`src/hw/ubr_pkg.sv`:
```
package ubr_pkg;

  // ************************************************************
  // Widths
  // ************************************************************
  localparam int unsigned DATA_W   = 32;
  localparam int unsigned ADDR_W   = 12;
  localparam int unsigned REG_W    = 8;
  localparam int unsigned DIV_W    = 13;
  localparam int unsigned DIV_HI_W = 5;
  localparam int unsigned DIV_LO_W = 8;
  localparam int unsigned OVS_W    = 4;

  // ************************************************************
  // Register indices and byte addresses
  // ************************************************************
  // Index is the printed offset, byte address is four times it
  localparam logic [ADDR_W-1:0] IDX_HIGH  = 12'h000;
  localparam logic [ADDR_W-1:0] IDX_LOW   = 12'h001;
  localparam logic [ADDR_W-1:0] IDX_STAT  = 12'h002;
  localparam logic [ADDR_W-1:0] ADDR_HIGH = {IDX_HIGH[ADDR_W-3:0], 2'b00};
  localparam logic [ADDR_W-1:0] ADDR_LOW  = {IDX_LOW[ADDR_W-3:0], 2'b00};
  localparam logic [ADDR_W-1:0] ADDR_STAT = {IDX_STAT[ADDR_W-3:0], 2'b00};

  // ************************************************************
  // Field positions and reset values
  // ************************************************************
  localparam int unsigned BRK_IE_BIT   = 7;
  localparam int unsigned EDGE_IE_BIT  = 6;
  localparam int unsigned STOP_SEL_BIT = 5;
  localparam int unsigned ST_ACTIVE    = 0;
  localparam int unsigned ST_ARMED     = 1;
  localparam int unsigned ST_BRK       = 2;
  localparam int unsigned ST_EDGE      = 3;
  localparam int unsigned ST_IRQ       = 4;
  localparam logic [REG_W-1:0]    HIGH_RST   = 8'h00;
  localparam logic [REG_W-1:0]    LOW_RST    = 8'h04;
  localparam logic [DIV_W-1:0]    DIV_ZERO   = 13'h0000;
  localparam logic [DIV_W-1:0]    CNT_START  = 13'h0001;
  localparam logic [OVS_W-1:0]    OVS_LAST   = 4'hf;
  localparam logic [DATA_W-1:0]   DATA_ZERO  = 32'h00000000;

  // ************************************************************
  // Types
  // ************************************************************
  // High register layout, bit 7 down to bit 0
  typedef struct packed {
    logic                brk_ie;
    logic                edge_ie;
    logic                stop_sel;
    logic [DIV_HI_W-1:0] div_hi;
  } ubr_high_t;

  // Settings handed to the rate generator
  typedef struct packed {
    logic             run;
    logic [DIV_W-1:0] divisor;
  } ubr_gen_cfg_t;

  // Tick pair out of the rate generator
  typedef struct packed {
    logic sample;
    logic bit_tick;
  } ubr_tick_t;

  typedef enum logic [1:0] {
    SEL_HIGH = 2'b00,
    SEL_LOW  = 2'b01,
    SEL_STAT = 2'b10,
    SEL_NONE = 2'b11
  } ubr_sel_t;

  typedef enum logic {
    APB_IDLE   = 1'b0,
    APB_ACCESS = 1'b1
  } ubr_apb_st_t;

endpackage : ubr_pkg

```
`src/hw/ubr_baud_gen.sv`:
```
`timescale 1ns/10ps
module ubr_baud_gen
(
  // Clock and reset
  input  wire logic                  i_clk,
  input  wire logic                  i_rstn,
  // Settings
  input  wire ubr_pkg::ubr_gen_cfg_t i_cfg,
  // Ticks
  output ubr_pkg::ubr_tick_t         o_tick
);

  // ************************************************************
  // Modulo counter and oversample prescaler
  // ************************************************************
  logic [ubr_pkg::DIV_W-1:0] cnt;
  logic [ubr_pkg::DIV_W-1:0] next_cnt;
  logic [ubr_pkg::OVS_W-1:0] sub;
  logic [ubr_pkg::OVS_W-1:0] next_sub;
  ubr_pkg::ubr_tick_t        tick;
  ubr_pkg::ubr_tick_t        next_tick;

  // Sample tick every divisor cycles, bit tick every sixteen samples
  always_comb
  begin
    next_cnt  = cnt;
    next_sub  = sub;
    next_tick = '0;
    // stopped when off or zero
    // Run lags a zero divisor by a cycle, so the divisor is checked here too
    if (!i_cfg.run || (i_cfg.divisor == ubr_pkg::DIV_ZERO))
    begin
      // Held still, so no node toggles while off
      next_cnt = ubr_pkg::CNT_START;
      next_sub = '0;
    end
    // rate is clock over 16 times divisor
    else if (cnt >= i_cfg.divisor)
    begin
      // Compare, not equality: a smaller new divisor cannot strand the count
      next_cnt           = ubr_pkg::CNT_START;
      next_sub           = sub + 4'h1;
      next_tick.sample   = 1'b1;
      next_tick.bit_tick = (sub == ubr_pkg::OVS_LAST);
    end
    else
    begin
      next_cnt = cnt + 13'h0001;
    end
  end

  // Registers only
  always_ff @(posedge i_clk or negedge i_rstn)
  begin
    if (!i_rstn)
    begin
      cnt  <= ubr_pkg::CNT_START;
      sub  <= '0;
      tick <= '0;
    end
    else
    begin
      cnt  <= next_cnt;
      sub  <= next_sub;
      tick <= next_tick;
    end
  end

  assign o_tick = tick;

endmodule : ubr_baud_gen

```
`src/hw/ubr_regs.sv`:
```
// Decided for this implementation: register access over APB.
`timescale 1ns/10ps
module ubr_regs
#(
  // Cleared for the channel that lacks two stop bits
  parameter bit TWO_STOP_SUPPORT = 1'b1
)
(
  // Clock and reset
  input  wire logic                         I_CORE_CLK,
  input  wire logic                         I_RSTN,
  // APB slave
  input  wire logic [ubr_pkg::ADDR_W-1:0]   I_PADDR,
  input  wire logic                         I_PSEL,
  input  wire logic                         I_PENABLE,
  input  wire logic                         I_PWRITE,
  input  wire logic [ubr_pkg::DATA_W-1:0]   I_PWDATA,
  input  wire logic [3:0]                   I_PSTRB,
  output logic      [ubr_pkg::DATA_W-1:0]   O_PRDATA,
  output logic                              O_PREADY,
  output logic                              O_PSLVERR,
  // From control and status logic
  input  wire logic                         I_RX_ENABLE,
  input  wire logic                         I_TX_ENABLE,
  input  wire logic                         I_BREAK_FLAG,
  input  wire logic                         I_EDGE_FLAG,
  // To transmitter and receiver
  output logic                              O_SAMPLE_TICK,
  output logic                              O_BIT_TICK,
  output logic                              O_TWO_STOP_BITS,
  output logic                              O_GEN_ACTIVE,
  output logic                              O_IRQ
);

  // ************************************************************
  // Address decode
  // ************************************************************
  // Shared by the read path and the write path
  function automatic ubr_pkg::ubr_sel_t ubr_decode(input logic [ubr_pkg::ADDR_W-1:0] addr);
    ubr_pkg::ubr_sel_t sel;
    if (addr == ubr_pkg::ADDR_HIGH)
      sel = ubr_pkg::SEL_HIGH;
    else if (addr == ubr_pkg::ADDR_LOW)
      sel = ubr_pkg::SEL_LOW;
    else if (addr == ubr_pkg::ADDR_STAT)
      sel = ubr_pkg::SEL_STAT;
    else
      sel = ubr_pkg::SEL_NONE;
    return sel;
  endfunction : ubr_decode

  // ************************************************************
  // Declarations
  // ************************************************************
  ubr_pkg::ubr_apb_st_t          apb_st;
  ubr_pkg::ubr_apb_st_t          next_apb_st;
  logic [ubr_pkg::DATA_W-1:0]    prdata;
  logic [ubr_pkg::DATA_W-1:0]    next_prdata;
  logic                          pready;
  logic                          next_pready;
  logic                          pslverr;
  logic                          next_pslverr;
  ubr_pkg::ubr_sel_t             rd_sel;
  ubr_pkg::ubr_sel_t             wr_sel;
  logic                          wr_fire;

  ubr_pkg::ubr_high_t            high_buf;
  ubr_pkg::ubr_high_t            next_high_buf;
  logic [ubr_pkg::DIV_HI_W-1:0]  div_hi_work;
  logic [ubr_pkg::DIV_HI_W-1:0]  next_div_hi_work;
  logic [ubr_pkg::DIV_LO_W-1:0]  div_lo;
  logic [ubr_pkg::DIV_LO_W-1:0]  next_div_lo;

  logic                          armed;
  logic                          next_armed;
  logic                          gen_active;
  logic                          next_gen_active;
  logic                          irq;
  logic                          next_irq;
  logic                          two_stop;
  logic                          next_two_stop;

  logic [ubr_pkg::DIV_W-1:0]     divisor;
  ubr_pkg::ubr_gen_cfg_t         gen_cfg;
  ubr_pkg::ubr_tick_t            gen_tick;
  logic [ubr_pkg::REG_W-1:0]     high_rd;
  logic [ubr_pkg::REG_W-1:0]     stat_rd;

  // ************************************************************
  // Bus slave
  // ************************************************************
  // Decode both phases from the held address
  assign rd_sel = ubr_decode(I_PADDR);
  assign wr_sel = rd_sel;

  // Writes land only at the access edge with ready high
  assign wr_fire = (apb_st == ubr_pkg::APB_ACCESS) && I_PSEL && I_PENABLE && pready
                   && I_PWRITE && I_PSTRB[0] && !pslverr;

  // Answer is prepared in setup so ready can come from a flop
  always_comb
  begin
    next_apb_st  = apb_st;
    next_prdata  = prdata;
    next_pready  = 1'b0;
    next_pslverr = 1'b0;
    case (apb_st)
      ubr_pkg::APB_IDLE:
      begin
        if (I_PSEL && !I_PENABLE)
        begin
          next_apb_st  = ubr_pkg::APB_ACCESS;
          next_pready  = 1'b1;
          next_pslverr = (rd_sel == ubr_pkg::SEL_NONE);
          next_prdata  = ubr_pkg::DATA_ZERO;
          if (!I_PWRITE)
          begin
            if (rd_sel == ubr_pkg::SEL_HIGH)
              next_prdata = {24'h000000, high_rd};
            else if (rd_sel == ubr_pkg::SEL_LOW)
              next_prdata = {24'h000000, div_lo};
            else if (rd_sel == ubr_pkg::SEL_STAT)
              next_prdata = {24'h000000, stat_rd};
          end
        end
      end
      ubr_pkg::APB_ACCESS:
      begin
        // One wait-free access cycle, then free for the next setup
        next_apb_st = ubr_pkg::APB_IDLE;
        next_prdata = ubr_pkg::DATA_ZERO;
      end
      default:
      begin
        next_apb_st = ubr_pkg::APB_IDLE;
      end
    endcase
  end

  always_ff @(posedge I_CORE_CLK or negedge I_RSTN)
  begin
    if (!I_RSTN)
    begin
      apb_st  <= ubr_pkg::APB_IDLE;
      prdata  <= ubr_pkg::DATA_ZERO;
      pready  <= 1'b0;
      pslverr <= 1'b0;
    end
    else
    begin
      apb_st  <= next_apb_st;
      prdata  <= next_prdata;
      pready  <= next_pready;
      pslverr <= next_pslverr;
    end
  end

  // ************************************************************
  // Readback views
  // ************************************************************
  // high bits 4 to 0 hold divisor 12 to 8
  assign high_rd = high_buf;

  // Live state of the block for polling
  always_comb
  begin
    stat_rd                       = '0;
    stat_rd[ubr_pkg::ST_ACTIVE]   = gen_active;
    stat_rd[ubr_pkg::ST_ARMED]    = armed;
    stat_rd[ubr_pkg::ST_BRK]      = I_BREAK_FLAG;
    stat_rd[ubr_pkg::ST_EDGE]     = I_EDGE_FLAG;
    stat_rd[ubr_pkg::ST_IRQ]      = irq;
  end

  // ************************************************************
  // Divisor and option registers
  // ************************************************************
  // Readback of the high register shows the buffer, not the working half
  always_comb
  begin
    next_high_buf    = high_buf;
    next_div_hi_work = div_hi_work;
    next_div_lo      = div_lo;
    if (wr_fire && (wr_sel == ubr_pkg::SEL_HIGH))
    begin
      next_high_buf = I_PWDATA[ubr_pkg::REG_W-1:0];
      if (!TWO_STOP_SUPPORT)
        next_high_buf.stop_sel = 1'b0;
    end
    if (wr_fire && (wr_sel == ubr_pkg::SEL_LOW))
    begin
      next_div_lo      = I_PWDATA[ubr_pkg::DIV_LO_W-1:0];
      next_div_hi_work = high_buf.div_hi;
    end
  end

  always_ff @(posedge I_CORE_CLK or negedge I_RSTN)
  begin
    if (!I_RSTN)
    begin
      high_buf    <= ubr_pkg::HIGH_RST;
      div_hi_work <= ubr_pkg::HIGH_RST[ubr_pkg::DIV_HI_W-1:0];
      div_lo      <= ubr_pkg::LOW_RST;
    end
    else
    begin
      high_buf    <= next_high_buf;
      div_hi_work <= next_div_hi_work;
      div_lo      <= next_div_lo;
    end
  end

  // ************************************************************
  // Generator gating
  // ************************************************************
  // one 13-bit working divisor
  assign divisor = {div_hi_work, div_lo};

  always_comb
  begin
    next_armed      = armed || I_RX_ENABLE || I_TX_ENABLE;
    next_gen_active = next_armed && (divisor != ubr_pkg::DIV_ZERO);
  end

  always_ff @(posedge I_CORE_CLK or negedge I_RSTN)
  begin
    if (!I_RSTN)
    begin
      armed      <= 1'b0;
      gen_active <= 1'b0;
    end
    else
    begin
      armed      <= next_armed;
      gen_active <= next_gen_active;
    end
  end

  // Registered run keeps the generator off the enable pins' timing path
  assign gen_cfg.run     = gen_active;
  assign gen_cfg.divisor = divisor;

  ubr_baud_gen u_baud_gen
  (
    .i_clk  (I_CORE_CLK),
    .i_rstn (I_RSTN),
    .i_cfg  (gen_cfg),
    .o_tick (gen_tick)
  );

  // ************************************************************
  // Options and interrupt request
  // ************************************************************
  // Enables act at once, unlike the buffered divisor half
  always_comb
  begin
    next_irq = high_buf.brk_ie && I_BREAK_FLAG;
    next_irq = next_irq || (high_buf.edge_ie && I_EDGE_FLAG);
    next_two_stop = high_buf.stop_sel;
    if (!TWO_STOP_SUPPORT)
      next_two_stop = 1'b0;
  end

  always_ff @(posedge I_CORE_CLK or negedge I_RSTN)
  begin
    if (!I_RSTN)
    begin
      irq      <= 1'b0;
      two_stop <= 1'b0;
    end
    else
    begin
      irq      <= next_irq;
      two_stop <= next_two_stop;
    end
  end

  // ************************************************************
  // Outputs
  // ************************************************************
  // All straight from flops, here or in the generator
  assign O_PRDATA        = prdata;
  assign O_PREADY        = pready;
  assign O_PSLVERR       = pslverr;
  assign O_SAMPLE_TICK   = gen_tick.sample;
  assign O_BIT_TICK      = gen_tick.bit_tick;
  assign O_TWO_STOP_BITS = two_stop;
  assign O_GEN_ACTIVE    = gen_active;
  assign O_IRQ           = irq;

endmodule : ubr_regs

```
`config.mk`:
```
export PLATFORM = sky130hd
export DESIGN_NAME = ubr_regs
export DESIGN_NICKNAME = d
export VERILOG_FILES = /design/src/hw/ubr_pkg.sv /design/src/hw/ubr_baud_gen.sv /design/src/hw/ubr_regs.sv
export SDC_FILE = /design/constraint.sdc
export NUM_CORES = 1
export LEC_CHECK = 0
export CORE_AREA = 2 2 76 78
export CTS_CLUSTER_DIAMETER = 200
export DETAILED_ROUTE_END_ITERATION = 12
export DIE_AREA = 0 0 78 80
export DONT_BUFFER_PORTS = 1
export GPL_ROUTABILITY_DRIVEN = 0
export PLACE_DENSITY = 0.73
export RECOVER_POWER = 100
export SLEW_MARGIN = 10
export SYNTH_ARGS = -nofsm -noshare
export SYNTH_HDL_FRONTEND = slang
export SYNTH_HIERARCHICAL = 1
export SYNTH_SLANG_ARGS = --single-unit
export TNS_END_PERCENT = 20
```
`constraint.sdc`:
```
create_clock -name I_CORE_CLK -period 4 [get_ports I_CORE_CLK]
set_clock_uncertainty 0.15 [all_clocks]
set_input_delay 0.4 -clock I_CORE_CLK [delete_from_list [all_inputs] [get_ports I_CORE_CLK]]
set_output_delay 0.4 -clock I_CORE_CLK [all_outputs]
set_load 0.005 [all_outputs]
```
==> out/results.ini <==
[synth]
synthCells = 284
ys_top_cells_by_area = dfrtp_1 (42%), buf_4 (6.0%), ha_1 (6.0%)
synth_top_area_share_pct = 41.8
synth_area_sq_um = 3120
ys_types = 51
seq_area_frac_synth_pct = 43.4
synth_top_cell_by_area = dfrtp_1
synth_edf_count = 0
synth.avg_cell_area_sq_um = 11.0
synthArstFlopShare_pct = 100
ys_warn_count = 6
synthFlopType = dfrtp_1
ys_seq_elements = 54

[floorplanning]
initial_core_util_pct = 57.7
die_area_sq_um = 6240
die_h_um = 80
die_width_um = 78
fp-row-count = 27
core_sq_um = 5410
ios = 96

[place]
portBuffers = 0
hpwl_mm = 4.14

[worst_setup_path]
reg2reg_slack_ps = 1220
startpoint = div_lo[2]
cp-start-kind = flop
path_buf_inv = 1
r2r_cells = 7
worstPathMaxFanout = 11
crit_arrival_ps = 2850
critical_path_class = reg2reg
path_cells = inv_1 -> ha_1 -> nand3_1 -> a21boi_0 -> o31ai_1 -> nand3_1 -> nor2_2
timing.critical_path.mode_cell = nand3_1
required_ps = 4070
slowest_stage = dfstp_1
crit_path_max_incr_delay_ps = 630
reg2reg_to = u_baud_gen/cnt[2]
r2r-start = div_lo[2]
critPathTopFamily = simple AND/OR/NAND/NOR gates
crit_path_end_kind = flop

[sta]
finalMaxSlewViolations = 0
post-route-period-util_pct = 69.4
setup_tns_ps = 0
fin_crit_ps = 2780
rsz0062_at_grt = false
fmax_ghz = 0.360
final-setup-viol-count = 0
slew_headroom_pct = 51.3
worst_slew_pin_slew_ps = 731
hold_violations = 0

[power_and_ir_drop]
peakVddDrop_uv = 169
p_comb_share_pct = 3.7
p_sw_share_pct = 22.6
pwr-share-seq_pct = 62.3
internal_power_mw = 0.681
power.density_nw_per_um2 = 282
clkPwrFrac_pct = 33.9
power_leakage_nw = 1.43
switching_power_mw = 0.199

[routing]
vias = 2000
wl_mm = 5.60
drcViolationCount = 0
vias_per_cell = 5.57
wire_per_inst_um = 15.6
drtPass1Iterations = 4
drtIter0Drc = 80
antenna_left = 0

[clock_network]
post_cts.repair.setup_buffers = 0
cts_resized = 0
numCtsBuffers = 5
cts_root_buffer = clkbuf_8
path_clk_slew_ps = 100
tritoncts = built
cts_buffer_depth = 2
clock_sinks = 54
clock_latency_ps = 310
cts_hold_buf = 2
h-tree-depth = 2

[grt]
grt_pass1_wl_mm = 9.48
grt_max_degree = 55
antenna_found_initial = 0
grt_util_all_layers_pct = 19.6
gr-total-overflow = 0
grt_pass1_vias = 1938

[hold_path]
hold_depth = 1
hold_path_class = in2reg
whs_endpoint = high_buf[7]
hold_start = I_PWDATA[7]

[outcome]
status = complete, no violations

[finish]
postLayoutCoreUtil_pct = 57.8
synthToLayoutAreaGrowth_pct = 0.160
final_layout_size_suffix_gt1_share_pct = 9.06
antennaDiodeCount = 0
nets = 358

[flow_run]
max_cap_viol_count = 0

==> power groups by stage <==
stage	clock (mW)	combinational [mW]	sequential (mW)
after detailed placement	0	0.0186	0.559
after CTS	0.307	0.0337	0.548
final	0.298	0.0329	0.548
after floorplan	0	0.0354	0.558
after global placement	0	0.0181	0.559
after global routing	0.327	0.0391	0.548
==> cell usage after synthesis (all sizes together) (7+ instances only) <==
| library cell | count |
|---|---|
| inv | 16 |
| nor2 | 20 |
| nor3 | 7 |
| nand3 | 14 |
| mux2 | 21 |
| nand2b | 8 |
| ha | 15 |
| buf | 28 |
| nand4 | 7 |
| nand2 | 13 |
| dfrtp | 52 |
| a21oi | 13 |
==> how the worst max path moves through the flow <==
stage | to | slack (ps) | cells after the start
finish | u_baud_gen/cnt[2] | 1220 | 7
global route | u_baud_gen/cnt[2] | 960 | 7
CTS | u_baud_gen/cnt[2] | 1680 | 7
detailed placement | u_baud_gen/cnt[12] | 1720 | 7
global placement | u_baud_gen/cnt[10] | 1750 | 7
floorplan | u_baud_gen/sub[2] | 2060 | 7
==> metal layers <==
layer	vias to the layer above	GRT usage [%]	wire length [um]
met5	-	0	0
met4	0	6.84	65
met3	5	3.96	274
met2	58	30.5	2640
met1	985	27.4	2620
li1	952	-	-
==> cells in the final DEF, fill, tap and decap left out, types with 2 or more instances in the layout <==
master,instances
dfrtp_1,52
conb_1,24
mux2_1,21
inv_1,16
ha_1,15
nand3_1,14
nand2_1,13
a21oi_1,12
nor2_1,10
nor2_2,10
nand2b_1,8
nand4_1,7
xnor2_1,6
nor3_1,5
mux2i_1,5
o21ai_0,5
or2_0,5
nor2b_1,5
a32o_1,5
clkbuf_8,5
xor2_1,5
nor4_1,3
and2_1,3
or4_1,2
nor4_4,2
clkinvlp_4,2
a21boi_0,2
and4_1,2
and3_1,2
==> kinds of logic after synthesis <==
kind of cell	synth area share, %
xor+xnor	3.09
compound gates	8.59
flops	43.4
other cells	0.120
fa+ha+maj	6.02
buf+inv	9.27
mux	10.2
simple gates	19.3
==> stage by stage <==
step           instances  power (mW)  cell area (sq um)  hold WS [ps]  setup slack [ps]
2_1_floorplan        307       0.594               3200         -45.6              2060
3_3_place_gp         349       0.577               3060         -44.4              1750
3_5_place_dp         349       0.577               3060         -44.3              1720
4_1_cts              359       0.889               3190          58.2              1680
5_1_grt              359       0.914               3120          48.6               957
6_report             359       0.879               3120          63.8              1220
==> flip-flops by register name (all words and copies together), names as in the netlist <==
| name | flops |
|---|---|
| u_baud_gen/cnt | 13 |
| O_PRDATA | 8 |
| div_lo | 8 |
| high_buf | 7 |
| div_hi_work | 5 |
| u_baud_gen/sub | 4 |
| u_baud_gen/o_tick | 2 |
| O_GEN_ACTIVE | 1 |
| O_IRQ | 1 |
| O_PSLVERR | 1 |
| O_TWO_STOP_BITS | 1 |
| apb_st | 1 |
| armed | 1 |
| next_two_stop | 1 |
==> layout make-up <==
cell class | count | area (sq um)
well taps | 72 | 90.1
fillers | 467 | 2280
clock inverters | 2 | 15.0
repair buffers | 2 | 37.5
clock buffers | 6 | 72.6
multi-input cells | 207 | 1490
flip-flops and latches | 54 | 1350
inverters | 16 | 60.1
No activity file was read; power rests on OpenSTA's default activity.
